## config.mk

```make
export PLATFORM = sky130hd
export DESIGN_NAME = general_purpose_pad_port
export DESIGN_NICKNAME = d
export VERILOG_FILES = /design/src/pkg/pad_port_pkg.sv /design/src/verilog/general_purpose_pad_port.sv
export SDC_FILE = /design/constraint.sdc
export NUM_CORES = 1
export LEC_CHECK = 0
export BUFFER_PORTS_ARGS = -buffer_cell sky130_fd_sc_hd__buf_4
export CAP_MARGIN = 30
export CORE_MARGIN = 5
export CORE_UTILIZATION = 60
export DETAILED_ROUTE_END_ITERATION = 7
export MAX_ROUTING_LAYER = met4
export PLACE_DENSITY = 0.85
export SYNTH_ARGS = -nofsm -noshare
export SYNTH_HDL_FRONTEND = slang
export SYNTH_SLANG_ARGS = --single-unit
```

## constraint.sdc

```tcl
create_clock -name mclk -period 7.25 [get_ports mclk]
set_input_delay 1.45 -clock mclk [delete_from_list [all_inputs] [get_ports mclk]]
set_output_delay 1.45 -clock mclk [all_outputs]
set_load 0.01 [all_outputs]
```

## src/pkg/pad_port_pkg.sv

```systemverilog
/*
  constants for the general purpose pad port: pad count, mode codes,
  reset values and buzzer timing.
  assumes a single 25 MHz system clock.
*/
package pad_port_pkg;

  // ------------------------------------------------------------------
  // geometry and modes
  // ------------------------------------------------------------------
  localparam int          NUM_PADS     = 8;
  localparam int          PAD_FIVE     = 5;
  localparam int          PAD_SIX      = 6;
  localparam int          PAD_SEVEN    = 7;
  localparam logic [1:0]  MODE_INPUT   = 2'h0;
  localparam logic [1:0]  MODE_OUTPUT  = 2'h1;
  localparam logic [1:0]  MODE_ALT     = 2'h2;

  // ------------------------------------------------------------------
  // reset values
  // ------------------------------------------------------------------
  localparam logic [1:0]  MODE_RST     = 2'h0;
  localparam logic        LEVEL_RST    = 1'h0;

  // ------------------------------------------------------------------
  // buzzer timing
  // ------------------------------------------------------------------
  localparam int          CLK_HZ       = 25000000;
  localparam int          TONE_W       = 16;

endpackage

```

## src/verilog/general_purpose_pad_port.sv

```systemverilog
/*
  general purpose pad port: each pad is input or output, pads five to seven also alternate.
  pads five, six and seven carry transmit monitor, alarm and buzzer.
  assumes pad inputs are asynchronous and are synchronised here.
*/
// Behaviour
// - pads select input, output or alternate function
// - input pad read returns synchronised pad level
// - output pad drives written level, readable back
// - alternate mode ignores user level writes
// - only pads five to seven accept alternate
// - pad five alternate shows transmit activity
// - pad six alternate shows alarm output
// - pad seven alternate drives buzzer wave
// - output pads drive push-pull both levels
// - alarm rises on fire, falls on clear
// - buzzer gives square wave at tone frequency
`timescale 1ns/1ps
module general_purpose_pad_port
  import pad_port_pkg::*;
#(
  parameter int N = NUM_PADS
)(
  // clock and reset
  input  wire logic                 mclk,
  input  wire logic                 sys_rst,
  // configuration and level writes
  input  wire logic                 cfg_we,
  input  wire logic [2:0]           cfg_pad,
  input  wire logic [1:0]           cfg_mode,
  input  wire logic                 lvl_we,
  input  wire logic [2:0]           lvl_pad,
  input  wire logic                 lvl_val,
  // internal functions
  input  wire logic                 radio_transmit_monitor,
  input  wire logic                 alarm_fire,
  input  wire logic                 alarm_clear,
  input  wire logic                 tone_on,
  input  wire logic [TONE_W-1:0]    tone_half,
  // pads
  input  wire logic [N-1:0]         pad_in,
  output logic      [N-1:0]         pad_out,
  output logic      [N-1:0]         pad_oe_n,
  // status
  output logic      [N-1:0]         rd_level,
  output logic      [2*N-1:0]       rd_mode
);

  // ------------------------------------------------------------------
  // state
  // ------------------------------------------------------------------
  typedef struct packed {
    logic [N-1:0]       sync1;
    logic [N-1:0]       sync2;
    logic [2*N-1:0]     mode;
    logic [N-1:0]       lvl;
    logic               alarm;
    logic               buzz;
    logic [TONE_W-1:0]  cnt;
    logic [N-1:0]       out;
    logic [N-1:0]       oe_n;
    logic [N-1:0]       rd;
  } st_t;

  st_t st_r;
  st_t st_nxt;

  // alternate-capable pads
  function automatic logic has_alt(input int p);
    has_alt = (p == PAD_FIVE) || (p == PAD_SIX) || (p == PAD_SEVEN);
  endfunction

  // ------------------------------------------------------------------
  // next state
  // ------------------------------------------------------------------
  always_comb
  begin
    logic [1:0] m;
    logic       alt_lvl;
    m       = MODE_RST;
    alt_lvl = 1'b0;
    st_nxt  = st_r;
    // two flops before any logic sees a pad
    st_nxt.sync1 = pad_in;
    st_nxt.sync2 = st_r.sync1;
    if (cfg_we && (int'(cfg_pad) < N))
    begin
      if (cfg_mode == MODE_OUTPUT || cfg_mode == MODE_INPUT ||
          (cfg_mode == MODE_ALT && has_alt(int'(cfg_pad))))
        st_nxt.mode[2*cfg_pad +: 2] = cfg_mode;
    end
    // level writes stored only while in output mode
    if (lvl_we && (int'(lvl_pad) < N))
    begin
      if (st_r.mode[2*lvl_pad +: 2] == MODE_OUTPUT)
        st_nxt.lvl[lvl_pad] = lvl_val;
    end
    // fire wins over a clear in the same cycle
    if (alarm_fire)
      st_nxt.alarm = 1'b1;
    else if (alarm_clear)
      st_nxt.alarm = 1'b0;
    if (!tone_on || tone_half == '0)
    begin
      st_nxt.cnt  = '0;
      st_nxt.buzz = 1'b0;
    end
    else if (st_r.cnt >= tone_half - TONE_W'(1))
    begin
      st_nxt.cnt  = '0;
      st_nxt.buzz = ~st_r.buzz;
    end
    else
      st_nxt.cnt = st_r.cnt + TONE_W'(1);
    // pad drivers
    for (int p = 0; p < N; p++)
    begin
      m = st_r.mode[2*p +: 2];
      if (p == PAD_FIVE)
        alt_lvl = radio_transmit_monitor;
      else if (p == PAD_SIX)
        alt_lvl = st_r.alarm;
      else if (p == PAD_SEVEN)
        alt_lvl = st_r.buzz;
      else
        alt_lvl = 1'b0;
      // push-pull drive in output and alternate modes
      if (m == MODE_OUTPUT)
      begin
        st_nxt.out[p]  = st_r.lvl[p];
        st_nxt.oe_n[p] = 1'b0;
        st_nxt.rd[p]   = st_r.lvl[p];
      end
      else if (m == MODE_ALT)
      begin
        st_nxt.out[p]  = alt_lvl;
        st_nxt.oe_n[p] = 1'b0;
        st_nxt.rd[p]   = alt_lvl;
      end
      else
      begin
        st_nxt.out[p]  = 1'b0;
        st_nxt.oe_n[p] = 1'b1;
        // input read is the synchronised pad
        st_nxt.rd[p]   = st_r.sync2[p];
      end
    end
  end

  // ------------------------------------------------------------------
  // registers
  // ------------------------------------------------------------------
  // all pads input with drivers off after reset
  always_ff @(posedge mclk or posedge sys_rst)
  begin
    if (sys_rst)
    begin
      st_r       <= '0;
      st_r.oe_n  <= '1;
    end
    else
      st_r <= st_nxt;
  end

  assign pad_out  = st_r.out;
  assign pad_oe_n = st_r.oe_n;
  assign rd_level = st_r.rd;
  assign rd_mode  = st_r.mode;

  // ------------------------------------------------------------------
  // checks
  // ------------------------------------------------------------------
  // alarm sets on fire
  a_alarm_rise: assert property (@(posedge mclk) disable iff (sys_rst)
    alarm_fire |=> st_r.alarm)
    else $error("alarm did not rise on fire");

  a_alarm_fall: assert property (@(posedge mclk) disable iff (sys_rst)
    (alarm_clear && !alarm_fire) |=> !st_r.alarm)
    else $error("alarm did not fall on clear");

  a_alarm_hold: assert property (@(posedge mclk) disable iff (sys_rst)
    (!alarm_fire && !alarm_clear) |=> $stable(st_r.alarm))
    else $error("alarm changed while idle");

  a_plain_alt: assert property (@(posedge mclk) disable iff (sys_rst)
    st_r.mode[1:0] != MODE_ALT)
    else $error("pad zero took alternate mode");

  a_plain_one: assert property (@(posedge mclk) disable iff (sys_rst)
    st_r.mode[3:2] != MODE_ALT)
    else $error("pad one took alternate mode");

  a_plain_two: assert property (@(posedge mclk) disable iff (sys_rst)
    st_r.mode[5:4] != MODE_ALT)
    else $error("pad two took alternate mode");

  a_plain_three: assert property (@(posedge mclk) disable iff (sys_rst)
    st_r.mode[7:6] != MODE_ALT)
    else $error("pad three took alternate mode");

  a_plain_four: assert property (@(posedge mclk) disable iff (sys_rst)
    st_r.mode[9:8] != MODE_ALT)
    else $error("pad four took alternate mode");

  a_mode_legal: assert property (@(posedge mclk) disable iff (sys_rst)
    (st_r.mode[1:0] != 2'h3) && (st_r.mode[15:14] != 2'h3))
    else $error("illegal mode stored");

  a_mode_write: assert property (@(posedge mclk) disable iff (sys_rst)
    (cfg_we && cfg_pad == 3'h1 && cfg_mode == MODE_OUTPUT) |=> (rd_mode[3:2] == MODE_OUTPUT))
    else $error("mode write lost");

  a_mode_hold: assert property (@(posedge mclk) disable iff (sys_rst)
    !cfg_we |=> $stable(st_r.mode))
    else $error("mode changed without write");

  a_input_undriven: assert property (@(posedge mclk) disable iff (sys_rst)
    (st_r.mode[1:0] == MODE_INPUT) |=> pad_oe_n[0])
    else $error("input pad driven");

  a_input_quiet: assert property (@(posedge mclk) disable iff (sys_rst)
    (st_r.mode[15:14] == MODE_INPUT) |=> (pad_out[7] == 1'b0 && pad_oe_n[7]))
    else $error("input pad seven driven");

  a_output_level: assert property (@(posedge mclk) disable iff (sys_rst)
    (st_r.mode[1:0] == MODE_OUTPUT && $stable(st_r.mode[1:0])) |=>
      (pad_out[0] == $past(st_r.lvl[0]) && !pad_oe_n[0]))
    else $error("output pad level wrong");

  a_lvl_write: assert property (@(posedge mclk) disable iff (sys_rst)
    (lvl_we && lvl_pad == 3'h1 && st_r.mode[3:2] == MODE_OUTPUT) |=>
      (st_r.lvl[1] == $past(lvl_val)))
    else $error("level write lost");

  a_rd_output: assert property (@(posedge mclk) disable iff (sys_rst)
    (st_r.mode[3:2] == MODE_OUTPUT) |=> (rd_level[1] == $past(st_r.lvl[1])))
    else $error("output read back wrong");

  a_push_pull: assert property (@(posedge mclk) disable iff (sys_rst)
    (st_r.mode[3:2] == MODE_OUTPUT) |=> !pad_oe_n[1])
    else $error("output pad not driven");

  a_lvl_refused: assert property (@(posedge mclk) disable iff (sys_rst)
    (st_r.mode[11:10] != MODE_OUTPUT) |=> $stable(st_r.lvl[5]))
    else $error("level stored outside output mode");

  a_alarm_pad: assert property (@(posedge mclk) disable iff (sys_rst)
    (st_r.mode[13:12] == MODE_ALT) |=> (pad_out[6] == $past(st_r.alarm)))
    else $error("alarm pad wrong");

  a_alarm_drive: assert property (@(posedge mclk) disable iff (sys_rst)
    (st_r.mode[13:12] == MODE_ALT) |=> !pad_oe_n[6])
    else $error("alarm pad not driven");

  a_tx_pad: assert property (@(posedge mclk) disable iff (sys_rst)
    (st_r.mode[11:10] == MODE_ALT) |=> (pad_out[5] == $past(radio_transmit_monitor)))
    else $error("transmit monitor pad wrong");

  a_tx_read: assert property (@(posedge mclk) disable iff (sys_rst)
    (st_r.mode[11:10] == MODE_ALT) |=> (rd_level[5] == $past(radio_transmit_monitor)))
    else $error("transmit monitor read wrong");

  a_buzz_pad: assert property (@(posedge mclk) disable iff (sys_rst)
    (st_r.mode[15:14] == MODE_ALT) |=> (pad_out[7] == $past(st_r.buzz) && !pad_oe_n[7]))
    else $error("buzzer pad wrong");

  a_input_read: assert property (@(posedge mclk) disable iff (sys_rst)
    (st_r.mode[1:0] == MODE_INPUT) |=> (rd_level[0] == $past(st_r.sync2[0])))
    else $error("input read wrong");

  a_sync_chain: assert property (@(posedge mclk) disable iff (sys_rst)
    st_r.sync2 == $past(st_r.sync1))
    else $error("synchroniser chain broken");

  a_buzz_quiet: assert property (@(posedge mclk) disable iff (sys_rst)
    !tone_on |=> !st_r.buzz)
    else $error("buzzer runs with tone off");

  a_buzz_hold: assert property (@(posedge mclk) disable iff (sys_rst)
    (tone_on && tone_half != '0 && st_r.cnt < tone_half - 16'h0001) |=> $stable(st_r.buzz))
    else $error("buzzer toggled early");

  a_buzz_edge: assert property (@(posedge mclk) disable iff (sys_rst)
    (tone_on && tone_half != '0 && st_r.cnt >= tone_half - 16'h0001) |=>
      (st_r.buzz != $past(st_r.buzz)))
    else $error("buzzer missed toggle");

endmodule

```

# == Yosys cells after proc, flatten, opt, wreduce, memory -nomap -nowiden ==
# Cells that the tools add are included.
# word_totals
ff_bits,82
in_bits,41
output_inout_bits,40
# classes
addsub,3
magnitude_cmp,3
n_eq_ne,22
n_shift,3
n_mux,52
bitwise,1
n_reduce_logical,14
# ops
operator,n
two-way mux 1 bit,47
negator 4 -> 34 bit,1
"variable shift 2 x 34 -> 16 bit, first input constant",1
variable part select 2 x 34 -> 16 bit,1
"equality test 2 x 1 -> 1 bit, second input constant",10
"equality test 2 bit, second input constant",9
two-way mux 17 bit,1
"adder 16 x 1 -> 16 bit, second input constant",1
bitwise mux 16 bit,1
>= comparator 16 bit,1
zero test 16 bit,1
two-way mux 16 bit,1
variable part select 16 x 5 -> 2 bit,1
"subtractor 16 x 1 -> 16 bit, second input constant",1
bitwise mux 8 bit,1
logical OR 1 bit,5
"< comparator 3 x 4 -> 1 bit, second input constant",1
AND reduction 2 bit,2
nonzero test 2 bit,2
demux 1 bit (select 3 bit),1
"equality test 3 x 1 -> 1 bit, second input constant",1
"equality test 3 x 2 -> 1 bit, second input constant",1
"equality test 3 bit, second input constant",1
">= comparator 3 x 1 -> 1 bit, second input constant",1
4 further kinds,5

# == Depth between registers and ports, before layout ==
# logic_depth
depth_word,6
depth_mapped,14
mapped_depth_nobuf,13

# == Least setup slack after synthesis ==
# OpenSTA, ideal clock, no wires.
# synth_timing
kind,input to register
from,in tone_half[6]
to,reg st_r[32] in the netlist's numbering
setup_time_ns,0.121
arrival_time_ns,3.699
required_ns,7.129
path_slack_ns,3.430
path_stages,12
path_buffers,1
cell_sequence,nor4_1 and3b_1 nand2_1 nor3_1 xnor2_1 ha_1 nand4_1 nor4_1 o31ai_1 nand4_1 buf_2 nor2_1
# synth_lines
item,line_no,text
from (decl),general_purpose_pad_port.sv:39,"input wire logic [TONE_W-1:0] tone_half,"
to (signal assigned),general_purpose_pad_port.sv:162,st_r <= st_nxt;
to (decl),general_purpose_pad_port.sv:65,st_t st_r;

==> impl_metrics.ini <==
[outcome]
run_status = complete, no violations

[synth]
synth_top_cell_by_area = sky130_fd_sc_hd__dfrtp_1
synth.yosys.seq_area_share_pct = 46.4
post-synth-top-area-fraction_pct = 41.7
synth_area_per_cell_sq_um = 11.0
synth.most_common_cell = sky130_fd_sc_hd__dfrtp_1
synthDistinctLibCells = 50
top_reg_cell_synth = sky130_fd_sc_hd__dfrtp_1
synth_enable_flop_cells = 0
syn-instance-count = 405
yosys_warnings = 0
synth.top_cells.by_area = sky130_fd_sc_hd__dfrtp_1 (42%), sky130_fd_sc_hd__ha_1 (11%), sky130_fd_sc_hd__buf_4 (6.8%)
netlist_top_cells_count = sky130_fd_sc_hd__dfrtp_1 (74), sky130_fd_sc_hd__buf_4 (40), sky130_fd_sc_hd__ha_1 (39)
asyncSetResetFlopFracSynth_pct = 100
synth.net_count = 485
post_synthesis_register_bit_count = 82
syn_area_sq_mm = 0.00444

[setup_path]
crit_fanout = 16
critical_path_required_ns = 7.50
cp_cell_sequence = buf_4 > nor4_1 > and3b_1 > nand2_1 > nor3_1 > xnor2_1 > ha_1 > nand2_1 > nor2_1 > a211oi_1 > nand4_1 > nor2_1
critPathCaptureType = flop
worstSetupStartpointType = input pin
cp_slowest_stage_delay_ns = 0.64
arrival_ns = 4.42
critPathTopFamily = simple AND/OR/NAND/NOR gates
worst_path_max_delay_cell = sky130_fd_sc_hd__nand4_1
critical_path.n_buffers_inverters = 1
worstSetupPathType = in2reg

[grt]
first_global_vias = 2924
grt_start_max_net_pins = 83
grt_overflow = 0
global_route.usage.total_pct = 20.3
wire_length_of_the_first_global_routing_pass_microns = 13900
initial_antenna_violation_count = 0

[pwr]
power.ir.vdd_worst_mv = 0.231
pwr_density_cell_mw_per_mm2 = 241
power.leakage_nw = 2.45

[worst_hold_path]
worstHoldPathType = reg2reg

[cts]
cts_buffer_depth = 2
cts_root_buf = sky130_fd_sc_hd__clkbuf_8
cts.htree.levels = 3
ctsHoldBuffers = 0
clk_lat_worst_skew_ns = 0.35
tritoncts = done
cts-resized-gates = 0
post-cts-setup-buffers = 0
cts.sink_count = 82
worst_setup_hold_path_clk_slew_ns = 0.07
numCtsBuffers = 9

[final_layout]
area_occupied_by_multi_input_gates_sq_mm = 0.00197
net_count_final = 534
synthToLayoutAreaGrowth_pct = 14.0
layout.filler_cells = 541
area.sequential_sq_mm = 0.00206
final_layout_size_suffix_gt1_share_pct = 30.5
fin_area_sq_mm = 0.00507
n_antenna_cell = 0
stdcell_count = 558

[sta]
period_share_pct = 57.5
timing.final.ws_setup_ns = 3.08
worst_hold_slack_ns = 0.351
maxClockFrequency_ghz = 0.240
timing.final.max_slew_violations = 0
min_tclk_post_route_ns = 4.17
final_setup_viols = 0
unrepaired_setup_endpoints_after_global_routing = false
worst-slew-pin-transition_ns = 0.681
final_hold_violations = 0
fin_skew_ns = 0.00514
fin_setup_tns_ns = 0
max-slew-margin-rel_pct = 54.5

[routing]
drtIter0Drc = 248
via_count = 2957
routed_wire_length_per_instance_microns = 14.9
drt-total-wl_microns = 8340
route.antenna.remaining_nets = 0
route.detailed.drc = 0
route.detailed.vias_per_inst = 5.30
detailedRoute.firstPassIterationCount = 4

[placement]
place_congestion = 0.845
placed_cells = 541
port_buffers = 80
detailed_place.area_sq_mm = 0.00486
pre_cts_ws_ns = 2.72
detailed_place_hpwl_microns = 6430

[die]
fp-row-count = 31
pin_count = 81
initial_utilization_pct = 61.6
chipWidth_microns = 96.1
dieArea_sq_mm = 0.00923
fp.coreArea_sq_mm = 0.00721
die-height_microns = 96.1

[job]
cap_violations = 0
[worst register-to-register path, delay by kind of cell, from the launching register on]
| kind | cells | cell delay [ns] |
|---|---|---|
| and+or+nand+nor | 3 | 1.09 |
| adders and majority gates | 1 | 0.32 |
| AOI/OAI and AO/OA | 2 | 0.61 |
| DFF | 1 | 0.41 |
[placed cells by master (no fill, tap or decap), types with 2 or more instances in the layout]
| master | netlist | routed |
|---|---|---|
| sky130_fd_sc_hd__buf_4 | 40 | 81 |
| sky130_fd_sc_hd__dfrtp_1 | 74 | 74 |
| sky130_fd_sc_hd__ha_1 | 39 | 39 |
| sky130_fd_sc_hd__nor2_1 | 28 | 28 |
| sky130_fd_sc_hd__inv_1 | 25 | 24 |
| sky130_fd_sc_hd__nand2_1 | 19 | 19 |
| sky130_fd_sc_hd__mux2_2 | 18 | 18 |
| sky130_fd_sc_hd__xor2_1 | 15 | 15 |
| sky130_fd_sc_hd__xnor2_1 | 13 | 13 |
| sky130_fd_sc_hd__nand3_1 | 11 | 11 |
| sky130_fd_sc_hd__clkbuf_8 | 0 | 10 |
| sky130_fd_sc_hd__nand4_1 | 9 | 9 |
| sky130_fd_sc_hd__o21ai_0 | 8 | 8 |
| sky130_fd_sc_hd__nor3_1 | 8 | 8 |
| sky130_fd_sc_hd__and2_1 | 8 | 8 |
| sky130_fd_sc_hd__or2_2 | 8 | 8 |
| sky130_fd_sc_hd__dfstp_2 | 8 | 8 |
| sky130_fd_sc_hd__nor3b_1 | 6 | 6 |
| sky130_fd_sc_hd__mux2i_1 | 5 | 5 |
| sky130_fd_sc_hd__and3_1 | 5 | 5 |
| sky130_fd_sc_hd__a21oi_1 | 5 | 5 |
| sky130_fd_sc_hd__nor2b_1 | 5 | 5 |
| sky130_fd_sc_hd__mux2_1 | 4 | 4 |
| sky130_fd_sc_hd__or4_1 | 3 | 3 |
| sky130_fd_sc_hd__nor4_1 | 3 | 3 |
| sky130_fd_sc_hd__nand3b_1 | 3 | 3 |
| sky130_fd_sc_hd__clkinv_2 | 0 | 3 |
| sky130_fd_sc_hd__nand4b_1 | 3 | 3 |
| sky130_fd_sc_hd__clkbuf_1 | 1 | 3 |
| sky130_fd_sc_hd__o31ai_1 | 2 | 2 |
| sky130_fd_sc_hd__nand2b_1 | 2 | 2 |
| sky130_fd_sc_hd__a2111oi_2 | 2 | 2 |
| sky130_fd_sc_hd__a21boi_0 | 2 | 2 |
| sky130_fd_sc_hd__o211ai_1 | 2 | 2 |
| sky130_fd_sc_hd__mux2_4 | 2 | 2 |
[power breakdown]
group / switching [mW] / internal (mW)
Clock: 0.146 / 0.168
Sequential: 0.0565 / 0.547
Combinational: 0.143 / 0.162
Total: 0.345 / 0.877
[state kept, by name, indices dropped and copies added (netlist names)]
name and flops:
pad_oe_n 8, pad_out 8, rd_level 8, rd_mode 16
st_nxt 8, st_r 34
[path summary, 6_finish.rpt]
check,start,end,slack [ns],cells past startpoint
setup / recovery,tone_half[6],st_r[30]$_DFF_PP0_,3.08,12
hold / removal,st_nxt[71]$_DFF_PP0_,st_r[71]$_DFF_PP0_,0.35,0
hold reg to reg,st_nxt[71]$_DFF_PP0_,st_r[71]$_DFF_PP0_,0.35,0
max in group asynchronous,sys_rst,pad_oe_n[3]$_DFF_PP1_,5.39,4
setup reg to reg,st_r[25]$_DFF_PP0_,st_r[30]$_DFF_PP0_,4.73,6
min in group asynchronous,sys_rst,st_nxt[70]$_DFF_PP0_,1.21,3
[metrics by stage]
stage          util (%)  power, mW
2_1_floorplan         -      0.833
3_3_place_gp       67.3      0.903
3_5_place_dp       67.3      0.918
4_1_cts            70.0       1.24
5_1_grt            70.2       1.30
6_report           70.2       1.22
[cell families after synthesis]
| logic type | share of synthesized area [%] |
|---|---|
| xor gates and xnor gates | 5.52 |
| DFF | 46.4 |
| buffers and inverters | 9.37 |
| AOI/OAI and AO/OA | 4.90 |
| adders and majority gates | 11.0 |
| and+or+nand+nor | 15.5 |
| muxes | 7.38 |
[metal layers]
metal	global-route usage, %	vias up	share of wire, %
met5	-	-	0
met2	31.3	67	49
li1	-	1435	-
met4	6.28	0	1.5
met3	4.93	11	5.1
met1	26.6	1444	44
[area by class of cell]
| type | instances | share of cell area [%] |
|---|---|---|
| clock inverter | 3 | 0.790 |
| inverter | 26 | 1.95 |
| sequential | 82 | 40.7 |
| multi-input combinational | 253 | 38.8 |
| tap | 99 | 2.44 |
| clock buffer | 13 | 2.94 |
| timing repair buffer | 82 | 12.4 |
Power figures use the tool's default switching activity.
